==> src/core/hpc_pkg.sv <==
// Purpose: constants and types for the host port configuration fields
// Assumes: one 32-bit configuration word reached by host control writes
// Notes: only bits 11:6 of the word live here; other bits read as zero
package hpc_pkg;
   // ==========================================
   // register map
   localparam logic [15:0] CFG_WORD_ADDR = 16'h0004;
   localparam int THRESH_LSB = 10;
   localparam int TX_CT_BIT = 9;
   localparam int RX_CT_BIT = 8;
   localparam int TS_EN_BIT = 7;
   localparam int TS_SIZE_BIT = 6;
   localparam int CREDIT_W = 8;

   // ==========================================
   // field carriers
   typedef struct packed {
      logic [1:0] thresh;
      logic tx_ct;
      logic rx_ct;
      logic ts_en;
      logic ts_size;
   } cfg_fields_t;

   typedef struct packed {
      logic wr;
      logic rd;
      logic [15:0] addr;
      logic [31:0] wdata;
   } reg_req_t;

   typedef struct packed {
      logic rx_en;
      logic tx_en;
      logic wide;
      logic [6:0] width;
   } ts_ctrl_t;

   // ==========================================
   // reset values and decoded figures
   localparam cfg_fields_t CFG_RESET = cfg_fields_t'(6'h00);
   localparam ts_ctrl_t TS_RESET = ts_ctrl_t'(10'h000);
   localparam logic [CREDIT_W-1:0] CREDITS_CODE0 = 8'h01;
   localparam logic [CREDIT_W-1:0] CREDITS_CODE1 = 8'h04;
   localparam logic [CREDIT_W-1:0] CREDITS_CODE2 = 8'h08;
   localparam logic [CREDIT_W-1:0] CREDITS_CODE3 = 8'h10;
   localparam logic [6:0] TS_WIDTH_NARROW = 7'h20;
   localparam logic [6:0] TS_WIDTH_WIDE = 7'h40;
   localparam logic [31:0] RDATA_RESET = 32'h0000_0000;
endpackage

==> src/core/credit_threshold.sv <==
// Purpose: free transmit credit level compare for the interrupt
// Assumes: credit count comes from logic on the same clock
// Notes: output is a registered level, one cycle behind its inputs
`timescale 1ns/100ps
module credit_threshold
   import hpc_pkg::*;
(
   // clock and reset
   input wire logic clk_i,
   input wire logic reset_n_i,
   // compare inputs
   input wire logic [1:0] threshold_code_i,
   input wire logic [CREDIT_W-1:0] credit_count_i,
   input wire logic enable_i,
   // level out
   output logic irq_o
);
   // ==========================================
   // threshold decode
   function automatic logic [CREDIT_W-1:0] credits_needed(input logic [1:0] code);
      case (code)
         2'h0: credits_needed = CREDITS_CODE0;
         2'h1: credits_needed = CREDITS_CODE1;
         2'h2: credits_needed = CREDITS_CODE2;
         default: credits_needed = CREDITS_CODE3;
      endcase
   endfunction

   logic irq_reg;
   logic irq_next;

   // compare only while the chunk protocol runs
   always_comb begin
      irq_next = enable_i && (credit_count_i >= credits_needed(threshold_code_i));
   end

   always_ff @(posedge clk_i) begin
      if (!reset_n_i) begin
         irq_reg <= 1'b0;
      end else begin
         irq_reg <= irq_next;
      end
   end

   assign irq_o = irq_reg;

   // ==========================================
   // checks
   irq_level_a: assert property (@(posedge clk_i) disable iff (!reset_n_i)
      $past(reset_n_i) |-> irq_o == $past(enable_i && (credit_count_i >= credits_needed(threshold_code_i))))
      else $error("credit irq level wrong");
   irq_code3_a: assert property (@(posedge clk_i) disable iff (!reset_n_i)
      (enable_i && threshold_code_i == 2'h3 && credit_count_i == 8'h0f) |=> !irq_o)
      else $error("irq raised below sixteen credits");
endmodule

==> src/core/host_port_config_fields.sv <==
// Purpose: cut-through, timestamp and credit threshold fields of the config word
// Assumes: host control access arrives as one-cycle read or write requests
// Notes: read data returns one cycle after the request; other bits read zero
`timescale 1ns/100ps
module host_port_config_fields
   import hpc_pkg::*;
(
   // clock and reset
   input wire logic clk_i,
   input wire logic reset_n_i,
   // host control access
   input wire reg_req_t reg_req_i,
   output logic [31:0] reg_rdata_o,
   output logic reg_rvalid_o,
   // frame buffer side
   input wire logic [CREDIT_W-1:0] transmit_credit_count_i,
   input wire logic chunk_protocol_i,
   output logic tx_credit_irq_o,
   // path selects
   output logic tx_cut_through_o,
   output logic rx_cut_through_o,
   // timestamp format
   output logic rx_timestamp_enable_o,
   output logic tx_timestamp_enable_o,
   output logic timestamp_64bit_o,
   output logic [6:0] timestamp_width_o
);
   // ==========================================
   // address decode
   function automatic logic hits_cfg(input logic [15:0] addr);
      hits_cfg = (addr == CFG_WORD_ADDR);
   endfunction

   function automatic logic [31:0] pack_word(input cfg_fields_t f);
      logic [31:0] w;
      w = RDATA_RESET;
      w[THRESH_LSB +: 2] = f.thresh;
      w[TX_CT_BIT] = f.tx_ct;
      w[RX_CT_BIT] = f.rx_ct;
      w[TS_EN_BIT] = f.ts_en;
      w[TS_SIZE_BIT] = f.ts_size;
      pack_word = w;
   endfunction

   // ==========================================
   // configuration fields
   cfg_fields_t cfg_reg;
   cfg_fields_t cfg_next;

   // full-word write; no byte lanes on the control path
   always_comb begin
      cfg_next = cfg_reg;
      if (reg_req_i.wr && hits_cfg(reg_req_i.addr)) begin
         cfg_next.thresh = reg_req_i.wdata[THRESH_LSB +: 2];
         cfg_next.tx_ct = reg_req_i.wdata[TX_CT_BIT];
         cfg_next.rx_ct = reg_req_i.wdata[RX_CT_BIT];
         cfg_next.ts_en = reg_req_i.wdata[TS_EN_BIT];
         cfg_next.ts_size = reg_req_i.wdata[TS_SIZE_BIT];
      end
   end

   always_ff @(posedge clk_i) begin
      if (!reset_n_i) begin
         cfg_reg <= CFG_RESET;
      end else begin
         cfg_reg <= cfg_next;
      end
   end

   // ==========================================
   // read return
   logic [31:0] rdata_reg;
   logic [31:0] rdata_next;
   logic rvalid_reg;
   logic rvalid_next;

   // unmapped addresses answer zero so a stray read is harmless
   always_comb begin
      rvalid_next = reg_req_i.rd;
      rdata_next = RDATA_RESET;
      if (reg_req_i.rd && hits_cfg(reg_req_i.addr)) begin
         rdata_next = pack_word(cfg_reg);
      end
   end

   always_ff @(posedge clk_i) begin
      if (!reset_n_i) begin
         rdata_reg <= RDATA_RESET;
         rvalid_reg <= 1'b0;
      end else begin
         rdata_reg <= rdata_next;
         rvalid_reg <= rvalid_next;
      end
   end

   assign reg_rdata_o = rdata_reg;
   assign reg_rvalid_o = rvalid_reg;

   // ==========================================
   // timestamp control
   ts_ctrl_t ts_reg;
   ts_ctrl_t ts_next;

   // built from the next fields so it tracks the config word exactly
   always_comb begin
      ts_next.rx_en = cfg_next.ts_en;
      ts_next.tx_en = cfg_next.ts_en;
      ts_next.wide = cfg_next.ts_en && cfg_next.ts_size;
      if (!cfg_next.ts_en) begin
         ts_next.width = 7'h00;
      end else if (cfg_next.ts_size) begin
         ts_next.width = TS_WIDTH_WIDE;
      end else begin
         ts_next.width = TS_WIDTH_NARROW;
      end
   end

   always_ff @(posedge clk_i) begin
      if (!reset_n_i) begin
         ts_reg <= TS_RESET;
      end else begin
         ts_reg <= ts_next;
      end
   end

   assign rx_timestamp_enable_o = ts_reg.rx_en;
   assign tx_timestamp_enable_o = ts_reg.tx_en;
   assign timestamp_64bit_o = ts_reg.wide;
   assign timestamp_width_o = ts_reg.width;

   // ==========================================
   // path selects
   // rx select is not gated by protocol: the host keeps it clear in generic mode
   assign tx_cut_through_o = cfg_reg.tx_ct;
   assign rx_cut_through_o = cfg_reg.rx_ct;

   // ==========================================
   // credit interrupt
   // the compare is registered, so the level lags credits and code by one edge
   credit_threshold u_credit (
      .clk_i(clk_i),
      .reset_n_i(reset_n_i),
      .threshold_code_i(cfg_reg.thresh),
      .credit_count_i(transmit_credit_count_i),
      .enable_i(chunk_protocol_i),
      .irq_o(tx_credit_irq_o)
   );

   // ==========================================
   // checks
   // write path: stored value, hold and read back
   wr_takes_a: assert property (@(posedge clk_i) disable iff (!reset_n_i)
      (reg_req_i.wr && hits_cfg(reg_req_i.addr)) |=> (pack_word(cfg_reg) == ($past(reg_req_i.wdata) & 32'h0000_0fc0)))
      else $error("config write not stored");
   field_hold_a: assert property (@(posedge clk_i) disable iff (!reset_n_i)
      !(reg_req_i.wr && hits_cfg(reg_req_i.addr)) |=> $stable(cfg_reg))
      else $error("config changed without write");
   read_back_a: assert property (@(posedge clk_i) disable iff (!reset_n_i)
      (reg_req_i.rd && hits_cfg(reg_req_i.addr)) |=> (reg_rvalid_o && reg_rdata_o == pack_word($past(cfg_reg))))
      else $error("read data wrong");
   tx_path_a: assert property (@(posedge clk_i) disable iff (!reset_n_i)
      (reg_req_i.wr && hits_cfg(reg_req_i.addr)) |=> tx_cut_through_o == $past(reg_req_i.wdata[TX_CT_BIT]))
      else $error("tx cut-through select wrong");
   rx_path_a: assert property (@(posedge clk_i) disable iff (!reset_n_i)
      (reg_req_i.wr && hits_cfg(reg_req_i.addr)) |=> rx_cut_through_o == $past(reg_req_i.wdata[RX_CT_BIT]))
      else $error("rx cut-through select wrong");
   // timestamp control follows the stored enable and size
   ts_off_a: assert property (@(posedge clk_i) disable iff (!reset_n_i)
      !cfg_reg.ts_en |-> !(rx_timestamp_enable_o || tx_timestamp_enable_o || timestamp_64bit_o))
      else $error("timestamps on while disabled");
   ts_size_a: assert property (@(posedge clk_i) disable iff (!reset_n_i)
      cfg_reg.ts_en |-> (timestamp_64bit_o == cfg_reg.ts_size && tx_timestamp_enable_o))
      else $error("timestamp size not followed");
   ts_width_a: assert property (@(posedge clk_i) disable iff (!reset_n_i)
      cfg_reg.ts_en |-> timestamp_width_o == (cfg_reg.ts_size ? 7'h40 : 7'h20))
      else $error("timestamp width wrong");
   irq_gate_a: assert property (@(posedge clk_i) disable iff (!reset_n_i)
      !chunk_protocol_i |=> !tx_credit_irq_o)
      else $error("credit irq outside chunk protocol");
   reset_clear_a: assert property (@(posedge clk_i)
      !reset_n_i |=> (cfg_reg == CFG_RESET && !tx_credit_irq_o))
      else $error("fields not cleared by reset");

   // read port shape: one answer per request, idle data is zero
   rvalid_pulse_a: assert property (@(posedge clk_i) disable iff (!reset_n_i)
      !reg_req_i.rd |=> !reg_rvalid_o)
      else $error("read valid without request");
   rdata_idle_a: assert property (@(posedge clk_i) disable iff (!reset_n_i)
      !reg_req_i.rd |=> reg_rdata_o == 32'h0000_0000)
      else $error("read data not zero when idle");
   unmapped_zero_a: assert property (@(posedge clk_i) disable iff (!reset_n_i)
      (reg_req_i.rd && !hits_cfg(reg_req_i.addr)) |=> reg_rdata_o == 32'h0000_0000)
      else $error("unmapped read not zero");
   spare_bits_a: assert property (@(posedge clk_i) disable iff (!reset_n_i)
      (reg_rdata_o & 32'hFFFF_F03F) == 32'h0000_0000)
      else $error("bits outside the fields read back set");

   // both stamp directions switch on the one enable; width zero when off
   ts_pair_a: assert property (@(posedge clk_i) disable iff (!reset_n_i)
      cfg_reg.ts_en |-> (rx_timestamp_enable_o && tx_timestamp_enable_o))
      else $error("timestamps off while enabled");
   ts_width_off_a: assert property (@(posedge clk_i) disable iff (!reset_n_i)
      !cfg_reg.ts_en |-> timestamp_width_o == 7'h00)
      else $error("timestamp width set while disabled");

   // sixteen credits satisfy every code; zero credits satisfy none
   irq_full_a: assert property (@(posedge clk_i) disable iff (!reset_n_i)
      (chunk_protocol_i && transmit_credit_count_i >= CREDITS_CODE3) |=> tx_credit_irq_o)
      else $error("credit irq missing at sixteen credits");
   irq_empty_a: assert property (@(posedge clk_i) disable iff (!reset_n_i)
      (transmit_credit_count_i == 8'h00) |=> !tx_credit_irq_o)
      else $error("credit irq with no free credits");

   // every output but the credit irq (checked above) back at its idle value one edge after reset
   reset_outs_a: assert property (@(posedge clk_i)
      !reset_n_i |=> ({tx_cut_through_o, rx_cut_through_o, rx_timestamp_enable_o, tx_timestamp_enable_o,
         timestamp_64bit_o, timestamp_width_o, reg_rvalid_o, reg_rdata_o} == '0))
      else $error("outputs not cleared by reset");

   // main scenarios reached
   wide_ts_c: cover property (@(posedge clk_i) disable iff (!reset_n_i) timestamp_64bit_o);
   both_ct_c: cover property (@(posedge clk_i) disable iff (!reset_n_i) tx_cut_through_o && rx_cut_through_o);
   irq_hi_c: cover property (@(posedge clk_i) disable iff (!reset_n_i) tx_credit_irq_o && cfg_reg.thresh == 2'h3);
   readback_c: cover property (@(posedge clk_i) disable iff (!reset_n_i) reg_rvalid_o && reg_rdata_o != 32'h0000_0000);
   narrow_ts_c: cover property (@(posedge clk_i) disable iff (!reset_n_i) tx_timestamp_enable_o && !timestamp_64bit_o);
endmodule

==> config.mk <==
export PLATFORM = sky130hd
export DESIGN_NAME = host_port_config_fields
export DESIGN_NICKNAME = d
export VERILOG_FILES = /design/src/core/hpc_pkg.sv /design/src/core/credit_threshold.sv /design/src/core/host_port_config_fields.sv
export SDC_FILE = /design/constraint.sdc
export NUM_CORES = 1
export LEC_CHECK = 0
export ABC_AREA = 0
export BUFFER_PORTS_ARGS = -buffer_cell sky130_fd_sc_hd__buf_2
export CAP_MARGIN = 20
export CORE_MARGIN = 5
export CORE_UTILIZATION = 32
export CTS_BUF_LIST = sky130_fd_sc_hd__clkbuf_8
export DETAILED_ROUTE_END_ITERATION = 12
export PLACE_DENSITY = 0.78
export SLEW_MARGIN = 20
export SYNTH_ARGS = -nofsm -noshare
export SYNTH_HDL_FRONTEND = slang
export SYNTH_SLANG_ARGS = --single-unit
export TNS_END_PERCENT = 5
==> constraint.sdc <==
create_clock -name clk_i -period 1.35 [get_ports clk_i]
set_input_delay 0.2025 -clock clk_i [delete_from_list [all_inputs] [get_ports clk_i]]
set_output_delay 0.2025 -clock clk_i [all_outputs]
set_load 0.03 [all_outputs]
## After elaboration in Yosys (flattened, before gate mapping)

Cells that the tools add are included.

- Bits in read-only memories: 0
- Output and inout bits: 46
- Latch bits: 0
- Memory bits (writable): 0
- Register bits after elaboration: 48
- Memories: 0
- Logic and storage cells: 25

- Magnitude comparators: 1
- Equality and inequality tests: 3
- Multipliers: 0
- Muxes and demuxes: 3
- Add/subtract/negate cells: 0
- Reduce and logical (&&, ||, !) cells: 7
- Div/mod/pow operators: 0
- Shift operators: 0
- Bitwise operators: 0

Operators with widths:

| operator | count |
|---|---|
| == test 16 x 3 -> 1 bit, second input constant | 1 |
| case mux 5 bit (3 select lines) | 1 |
| >= comparator 8 x 5 -> 1 bit | 1 |
| two-way mux 7 bit | 1 |
| logical AND 1 bit | 4 |
| AND reduction 2 bit | 2 |
| == test 2 x 1 -> 1 bit, second input constant | 1 |
| == test 2 bit, second input constant | 1 |
| logical NOT 2 bit | 1 |
| two-way mux 2 bit | 1 |

## Depth between registers and ports, before layout

Gate-level depths: netlist (run 1).

- Word-level depth: 4
- Gate-level depth with buffers: 6
- Gate-level depth less buffers: 6

## Modules after synthesis

Synthesis (run 1) repeated with hierarchy kept, for this count alone.

- Cells, all modules: 109
- Area total of the unflattened synthesis: 1,024.7 um2

Modules (own cells, without submodules):

| module | seq. area each (um2) | area an instance (um2) | instances | cells each |
|---|---|---|---|---|
| host_port_config_fields | 320.3 | 885.8 | 1 | 93 |
| credit_threshold | 20.0 | 138.9 | 1 | 16 |

## Worst setup path before layout (run 1)

Ideal clock, no wire load.

- Kind: reg-to-reg
- Start: register cfg_reg[4] (netlist bit)
- End: register u_credit.irq_reg, in the netlist u_credit.irq_o
- Path slack: -0.086 ns
- Data arrival time: 1.314 ns
- Cell stages (with the launch flop): 6
- Path buffers: 0
- Library setup time: 0.122 ns
- Required time: 1.228 ns
- Cell sequence: dfxtp_1 nand2_1 ha_1 or4_1 o211ai_1 a21oi_1

- Cells in the longest elaborated chain, start to end: 4
- Elaborated cells on any way between the ends: 6

Ends and longest elaborated chain:

| what | line | RTL |
|---|---|---|
| from (decl) | host_port_config_fields.sv:47 | `cfg_fields_t cfg_reg;` |
| from (signal assigned) | host_port_config_fields.sv:66 | `cfg_reg <= cfg_next;` |
| == test 2 bit, or another cell as far along | credit_threshold.sv:21 | `case (code)` |
| case mux 5 bit (3 select lines) * | credit_threshold.sv:21 |  |
| >= comparator 8 x 5 -> 1 bit * | credit_threshold.sv:34 | `irq_next = enable_i && (credit_count_i >= credits_needed(threshold_code_i));` |
| logical AND 1 bit * | credit_threshold.sv:34 |  |
| to (signal assigned) | credit_threshold.sv:41 | `irq_reg <= irq_next;` |
| to (decl) | credit_threshold.sv:29 | `logic irq_reg;` |

Mark *: on every way between the ends. The rest lies on a longest branch, timed or not.
A chain may end at the register's enable or synchronous reset.

## Final worst setup path (run 1)

Same ends and word-level chain as after synthesis.

==> results of run 1 <==
-- tightest hold or removal path, delay by kind of cell --
family / cells / cell delay [ns]
buffers and inverters: 1 / 0.09
AOI/OAI and AO/OA: 1 / 0.05
and+or+nand+nor: 1 / 0.05
-- power by group --
part           switching (mW)  total (mW)  internal [mW]  leakage [nW]
sequential           0.000529       0.505          0.505         0.138
combinational           0.162       0.213         0.0503         0.486
clock                   0.156       0.357          0.201        0.0269
-- cell usage in the layout, fill, tap and decap left out --
cell type and instances:
buf_4 3, buf_2 49, conb_1 31, clkbuf_8 3, mux2i_1 3, nand2_1 1
nand4_1 1, a21oi_1 7, and4_1 2, or4_4 1, ha_1 3, o21ai_1 1
inv_1 4, dfxtp_2 2, nand2b_1 2, and3_1 6, nand2_2 1, nand3b_1 2
o21ai_0 6, ha_2 1, nor4b_2 1, o211ai_1 1, nor2_1 3, a21boi_1 1
and2_0 1, nand3_1 8, nor4_2 3, dfxtp_1 15
-- cell families after synthesis --
family	count (synthesis)	share of synthesized area, %
mux	3	3.02
fa+ha+maj	4	5.03
flops	17	34.2
compound gates	16	8.55
other cells	1	0.377
buf+inv	38	27.3
simple gates	32	21.5
-- final cells by class --
class,count,area (µm²)
fill,305,1800
clock buffer,3,41.3
clock inverter,1,3.75
sequential,17,343
multi-input combinational,86,504
tap,44,55.1
inverter,3,11.3
timing repair buffer,52,268
-- per-layer routing --
metal / GRT usage [%] / wire length, µm / vias to the layer above
li1: - / - / 422
met1: 9.82 / 744 / 369
met2: 18.1 / 1050 / 53
met3: 1.37 / 229 / 5
met4: 4.66 / 36 / 0
met5: 0 / 0 / -
-- per-stage QoR --
stage | hold WS (ns) | setup slack (ns) | area, µm² | util [%]
CTS | 0.199 | 0.00399 | 1220 | 40.3
detailed placement | 0.456 | -0.0332 | 1170 | 38.7
global placement | 0.456 | 0.00519 | 1170 | 38.7
finish | 0.194 | 0.0292 | 1230 | 40.5
floorplan | 0.343 | 0.0551 | 1110 | -
global route | 0.228 | -0.00623 | 1230 | 40.5
-- final timing paths --
kind	endpoint	depth (start not counted)	slack (ns)
max	u_credit.irq_o	5	0.03
min	cfg_reg[5]	3	0.19
max reg2reg	u_credit.irq_o	5	0.03
min reg2reg	reg_rdata_o[8]	1	0.49
-- synthesized netlist by cell type (all sizes together) --
master   n
or4      1
dfxtp   17
nand4    1
nand3    8
o21ai    7
nor2     3
conb     1
inv      3
clkbuf   1
o211ai   1
buf     34
and4     2
nand2b   2
nor4b    1
and3     6
nor4     3
a21boi   1
nand3b   2
a21oi    7
mux2i    3
and2     1
ha       4
nand2    2
-- repair_timing --
item	CTS	global route
pin swaps	1	0
endpoints found under the setup margin	1	1
resized for setup	1	4
cloned	0	0
==> summary.txt, run 1 <==
drt drc -> 0
leading area contributor after synthesis -> dfxtp_1
Hold Path Origin -> reg_req_i[11]
Worst-Skew Late Latency -> 0.25 ns
leak pwr -> 0.652 nW
gr ovfl total -> 0
first-pass GRT wire length -> 3170 µm
nature of the critical path endpoint -> register
die width -> 65.8 µm
synth top area cells -> dfxtp_1, buf_4, ha_1
Hold WC Path Type -> in2reg
largest net degree at the start of global routing -> 13
RSZ-0062 raised after global routing -> true
vias per inst -> 4.12
worst clock skew -> 0.000356 ns
Clock transition at path regs -> 0.06 ns
Post-Syn Instances -> 111
Yosys reg bits -> 17
synth unique cells -> 25
CTS root buf -> clkbuf_8
Tmin final -> 1.32 ns
synthesized area per cell -> 8.96 µm²
Largest stage delay, worst path -> 0.42 ns
die height -> 65.8 µm
initial core utilization -> 32.9%
Final ANT Viol Nets -> 0
all-layer global routing usage -> 9.47%
final number of setup-violating endpoints -> 0
via count -> 849
Buf/Inv on CP -> 0
Port Buffers -> 49
Syn Std Cell Area -> 995 µm²
H-tree Lvls -> 1
final net count -> 228
Ports -> 107
crit path kind -> reg2reg
Syn-to-layout area delta -> 23.3%
r2r startpoint -> cfg_reg[4]
Final GP Congestion -> 0.720
Num CTS Buffers -> 3
Worst EP arrival -> 1.46 ns
Final Non-Filler Cells -> 206
Max Cap Viol -> 0
Crit-path slowest cell -> or4_4
Core ar. -> 3030 µm²
Largest register FFs -> 6
row cnt -> 20
share of layout cells above drive strength 1 -> 39.5%
Crit path max-delay family -> simple AND/OR/NAND/NOR gates
Worst Setup SP -> cfg_reg[4]
final wirelength -> 2060 µm
Critical Path RT -> 1.49 ns
Fmax -> 0.757 GHz
total placed cells including tap cells -> 202
initial antenna violation count -> 0
wire length per cell -> 10.0 µm
Post-CTS Setup Inserts -> 0
pwr/cell area -> 877 nW/µm²
Yosys warning total -> 0
final hold vios -> 0
setup TNS -> 0 ns
Antenna Cells -> 0
Seq/Total Area, Yosys -> 34.2%
Worst setup SP type -> register
DRT Pass-1 Iters -> 3
Pins Over Slew Limit -> 0
DPL Wire Length -> 1770 µm
clk sinks -> 17
total power -> 1.08 mW
Critical Path Fanout Max -> 4
CTS tree -> built
outcome -> finished, final reports clean
period utilization -> 97.8%
peak supply drop -> 292 µV
Iter 0 DRT Violations -> 36
number of global-route vias before repair -> 776
largest buffer count on any clock path -> 2
die area -> 4320 µm²
Yosys top cell area share -> 34.2%
Hold-fix buffers, CTS -> 0
worst path cell trace -> nand2_2, ha_2, or4_4, o211ai_1, a21oi_1
Note: power is estimated with default switching activity, not from simulation.
==> run 2: changes to the inputs <==
==> constraint.sdc (replaced) <==
create_clock -name clk_i -period 1.06 [get_ports clk_i]
set_input_delay 0.159 -clock clk_i [delete_from_list [all_inputs] [get_ports clk_i]]
set_output_delay 0.159 -clock clk_i [all_outputs]
set_load 0.03 [all_outputs]
==> run 2 against run 1 <==
Compared with the run above: global-route usage decreased by 0.92 points; critical path type unchanged; largest cell class unchanged; the run now ends with negative setup slack left; count of clock-buffer cells in the layout unchanged; non-clock buffer count increased by 1; die area unchanged; register-to-register slack got worse by 0.29 ns; worst setup slack got worse by 0.29 ns.
==> summary.txt, run 2 (synthesized netlist as in run 1, its figures left out) <==
Hold Path Origin -> reg_req_i[8]
Ports -> 107 (unchanged)
Max Cap Viol -> 0 (unchanged)
Antenna Cells -> 0 (unchanged)
period utilization -> 124% (+26 points)
Port Buffers -> 49 (unchanged)
die height -> 65.8 µm (unchanged)
peak supply drop -> 462 µV (+58%)
final number of setup-violating endpoints -> 1 (+1)
Hold WC Path Type -> in2reg
R2R depth -> 5 (unchanged)
wire length per cell -> 10.0 µm (+0.15%)
initial antenna violation count -> 0 (unchanged)
Hold-fix buffers, CTS -> 0 (unchanged)
register area -> 343 µm² (unchanged)
first-pass GRT wire length -> 2990 µm (-5.5%)
failing checks -> negative setup slack
number of global-route vias before repair -> 770 (-0.77%)
Num CTS Buffers -> 3 (unchanged)
gr ovfl total -> 0 (unchanged)
commonest non-fill, non-tap cell in the layout -> buf_2
Worst Setup SP -> cfg_reg[5]
reg2reg end -> u_credit.irq_o
commonest cells after routing, fill and taps aside -> buf_2, conb_1, dfxtp_1, nand3_1, a21oi_1
Final GP Congestion -> 0.718 (-0.22%)
Syn-to-layout area delta -> 28.1%
Final ANT Viol Nets -> 0 (unchanged)
r2r startpoint -> cfg_reg[5]
post-route core utilization -> 42.1% (+1.6 points)
Largest register FFs -> 6 (unchanged)
Critical Path Fanout Max -> 5 (+1)
row cnt -> 20 (unchanged)
H-tree Lvls -> 1 (unchanged)
leak pwr -> 0.666 nW (+2.2%)
crit path capture -> u_credit.irq_o
Worst-Skew Late Latency -> 0.24 ns (about the same)
R2R Setup Slk -> -0.26 ns (-0.29 ns)
die width -> 65.8 µm (unchanged)
CTS tree -> built
Worst EP arrival -> 1.45 ns (about the same)
Fmax -> 0.759 GHz (+0.27%)
DPL Wire Length -> 1800 µm (+1.5%)
DRT Pass-1 Iters -> 4 (+1)
share of layout cells above drive strength 1 -> 40.5% (+0.98 points)
largest net degree at the start of global routing -> 13 (unchanged)
die area -> 4320 µm² (unchanged)
pwr/cell area -> 1090 nW/µm² (+25%)
RSZ-0062 raised after global routing -> true
nature of the critical path endpoint -> register
CTS root buf -> clkbuf_8
worst hold margin -> 0.163 ns (-0.0312 ns)
outcome -> finished, violations left
Pins Over Slew Limit -> 0 (unchanged)
Critical Path RT -> 1.19 ns (-0.30 ns)
footprint of the multi-input gates -> 539 µm² (+6.9%)
final wirelength -> 2070 µm (+0.63%)
Iter 0 DRT Violations -> 23 (-36%)
final net count -> 229 (+0.44%)
Tmin final -> 1.32 ns (-0.00362 ns)
setup ws final -> -0.257 ns (-0.286 ns)
clk sinks -> 17 (unchanged)
worst clock skew -> 0.000373 ns (+0.0000175 ns)
Fillers -> 310 (+1.6%)
Worst setup SP type -> register
Clock transition at path regs -> 0.06 ns (about the same)
vias per inst -> 4.00 (-3.1%)
initial core utilization -> 32.9% (unchanged)
crit path kind -> reg2reg
Post-CTS Setup Inserts -> 0 (unchanged)
final hold vios -> 0 (unchanged)
Core ar. -> 3030 µm² (unchanged)
all-layer global routing usage -> 8.55% (-0.92 points)
via count -> 827 (-2.6%)
largest buffer count on any clock path -> 2 (unchanged)
drt drc -> 0 (unchanged)
## run 2: cell count changes in the layout (fill, tap and decap cells not counted), sizes merged
cell / before / now
inv: 4 / 3
buf: 52 / 53
clkinv: 0 / 1
## run 2: routing by layer
metal,vias up,global-route usage (%),wire length (µm)
met5,-,0,0
met4,0,2.85,0
met3,0,1.37,262
met2,49,16.4,1040
met1,354,9.33,772
li1,424,-,-
## run 2: cell type report
class                      instances  share of cell area [%]
multi-input combinational         86                    42.3
timing repair buffer              53                    21.9
sequential                        17                    26.9
tap                               44                    4.32
inverter                           3                   0.884
clock inverter                     1                   0.393
clock buffer                       3                    3.24
## run 2: timing repair
item	4_1_cts	5_1_grt
gates resized for setup	2	10
pin swaps	2	5
setup endpoints to repair	1	12
## run 2: power by group
| part | leakage, nW | switching (mW) | internal [mW] |
|---|---|---|---|
| Combinational | 0.502 | 0.218 | 0.0691 |
| Sequential | 0.138 | 0.000714 | 0.643 |
| Clock | 0.0255 | 0.204 | 0.260 |
| Total | 0.666 | 0.423 | 0.972 |
## run 2: worst min-delay path by stage
stage / to / slack, ns / depth (start not counted)
after floorplan: cfg_reg[4] / 0.30 / 2
after global placement: cfg_reg[5] / 0.41 / 3
after detailed placement: rx_cut_through_o / 0.42 / 3
after CTS: rx_cut_through_o / 0.16 / 3
after global routing: cfg_reg[5] / 0.16 / 3
final: rx_cut_through_o / 0.16 / 3
## run 2: metrics by stage
stage	cell area (µm²)	worst slack (ns)	TNS [ns]	instances	total power [mW]
global placement	1180	-0.268	-3.11	203	0.922
finish	1270	-0.257	-0.257	207	1.39
detailed placement	1180	-0.290	-3.37	203	0.923
floorplan	1110	-0.229	-0.326	141	0.932
global route	1270	-0.305	-0.527	207	1.46
CTS	1230	-0.263	-0.263	207	1.38
## run 2: worst max-delay path, stage by stage, from the launching register on
cell	delay, ns
dfxtp_2	0.36
nand2_2	0.05
ha_2	0.16
or4_4	0.41
o211ai_1	0.17
a21oi_1	0.05
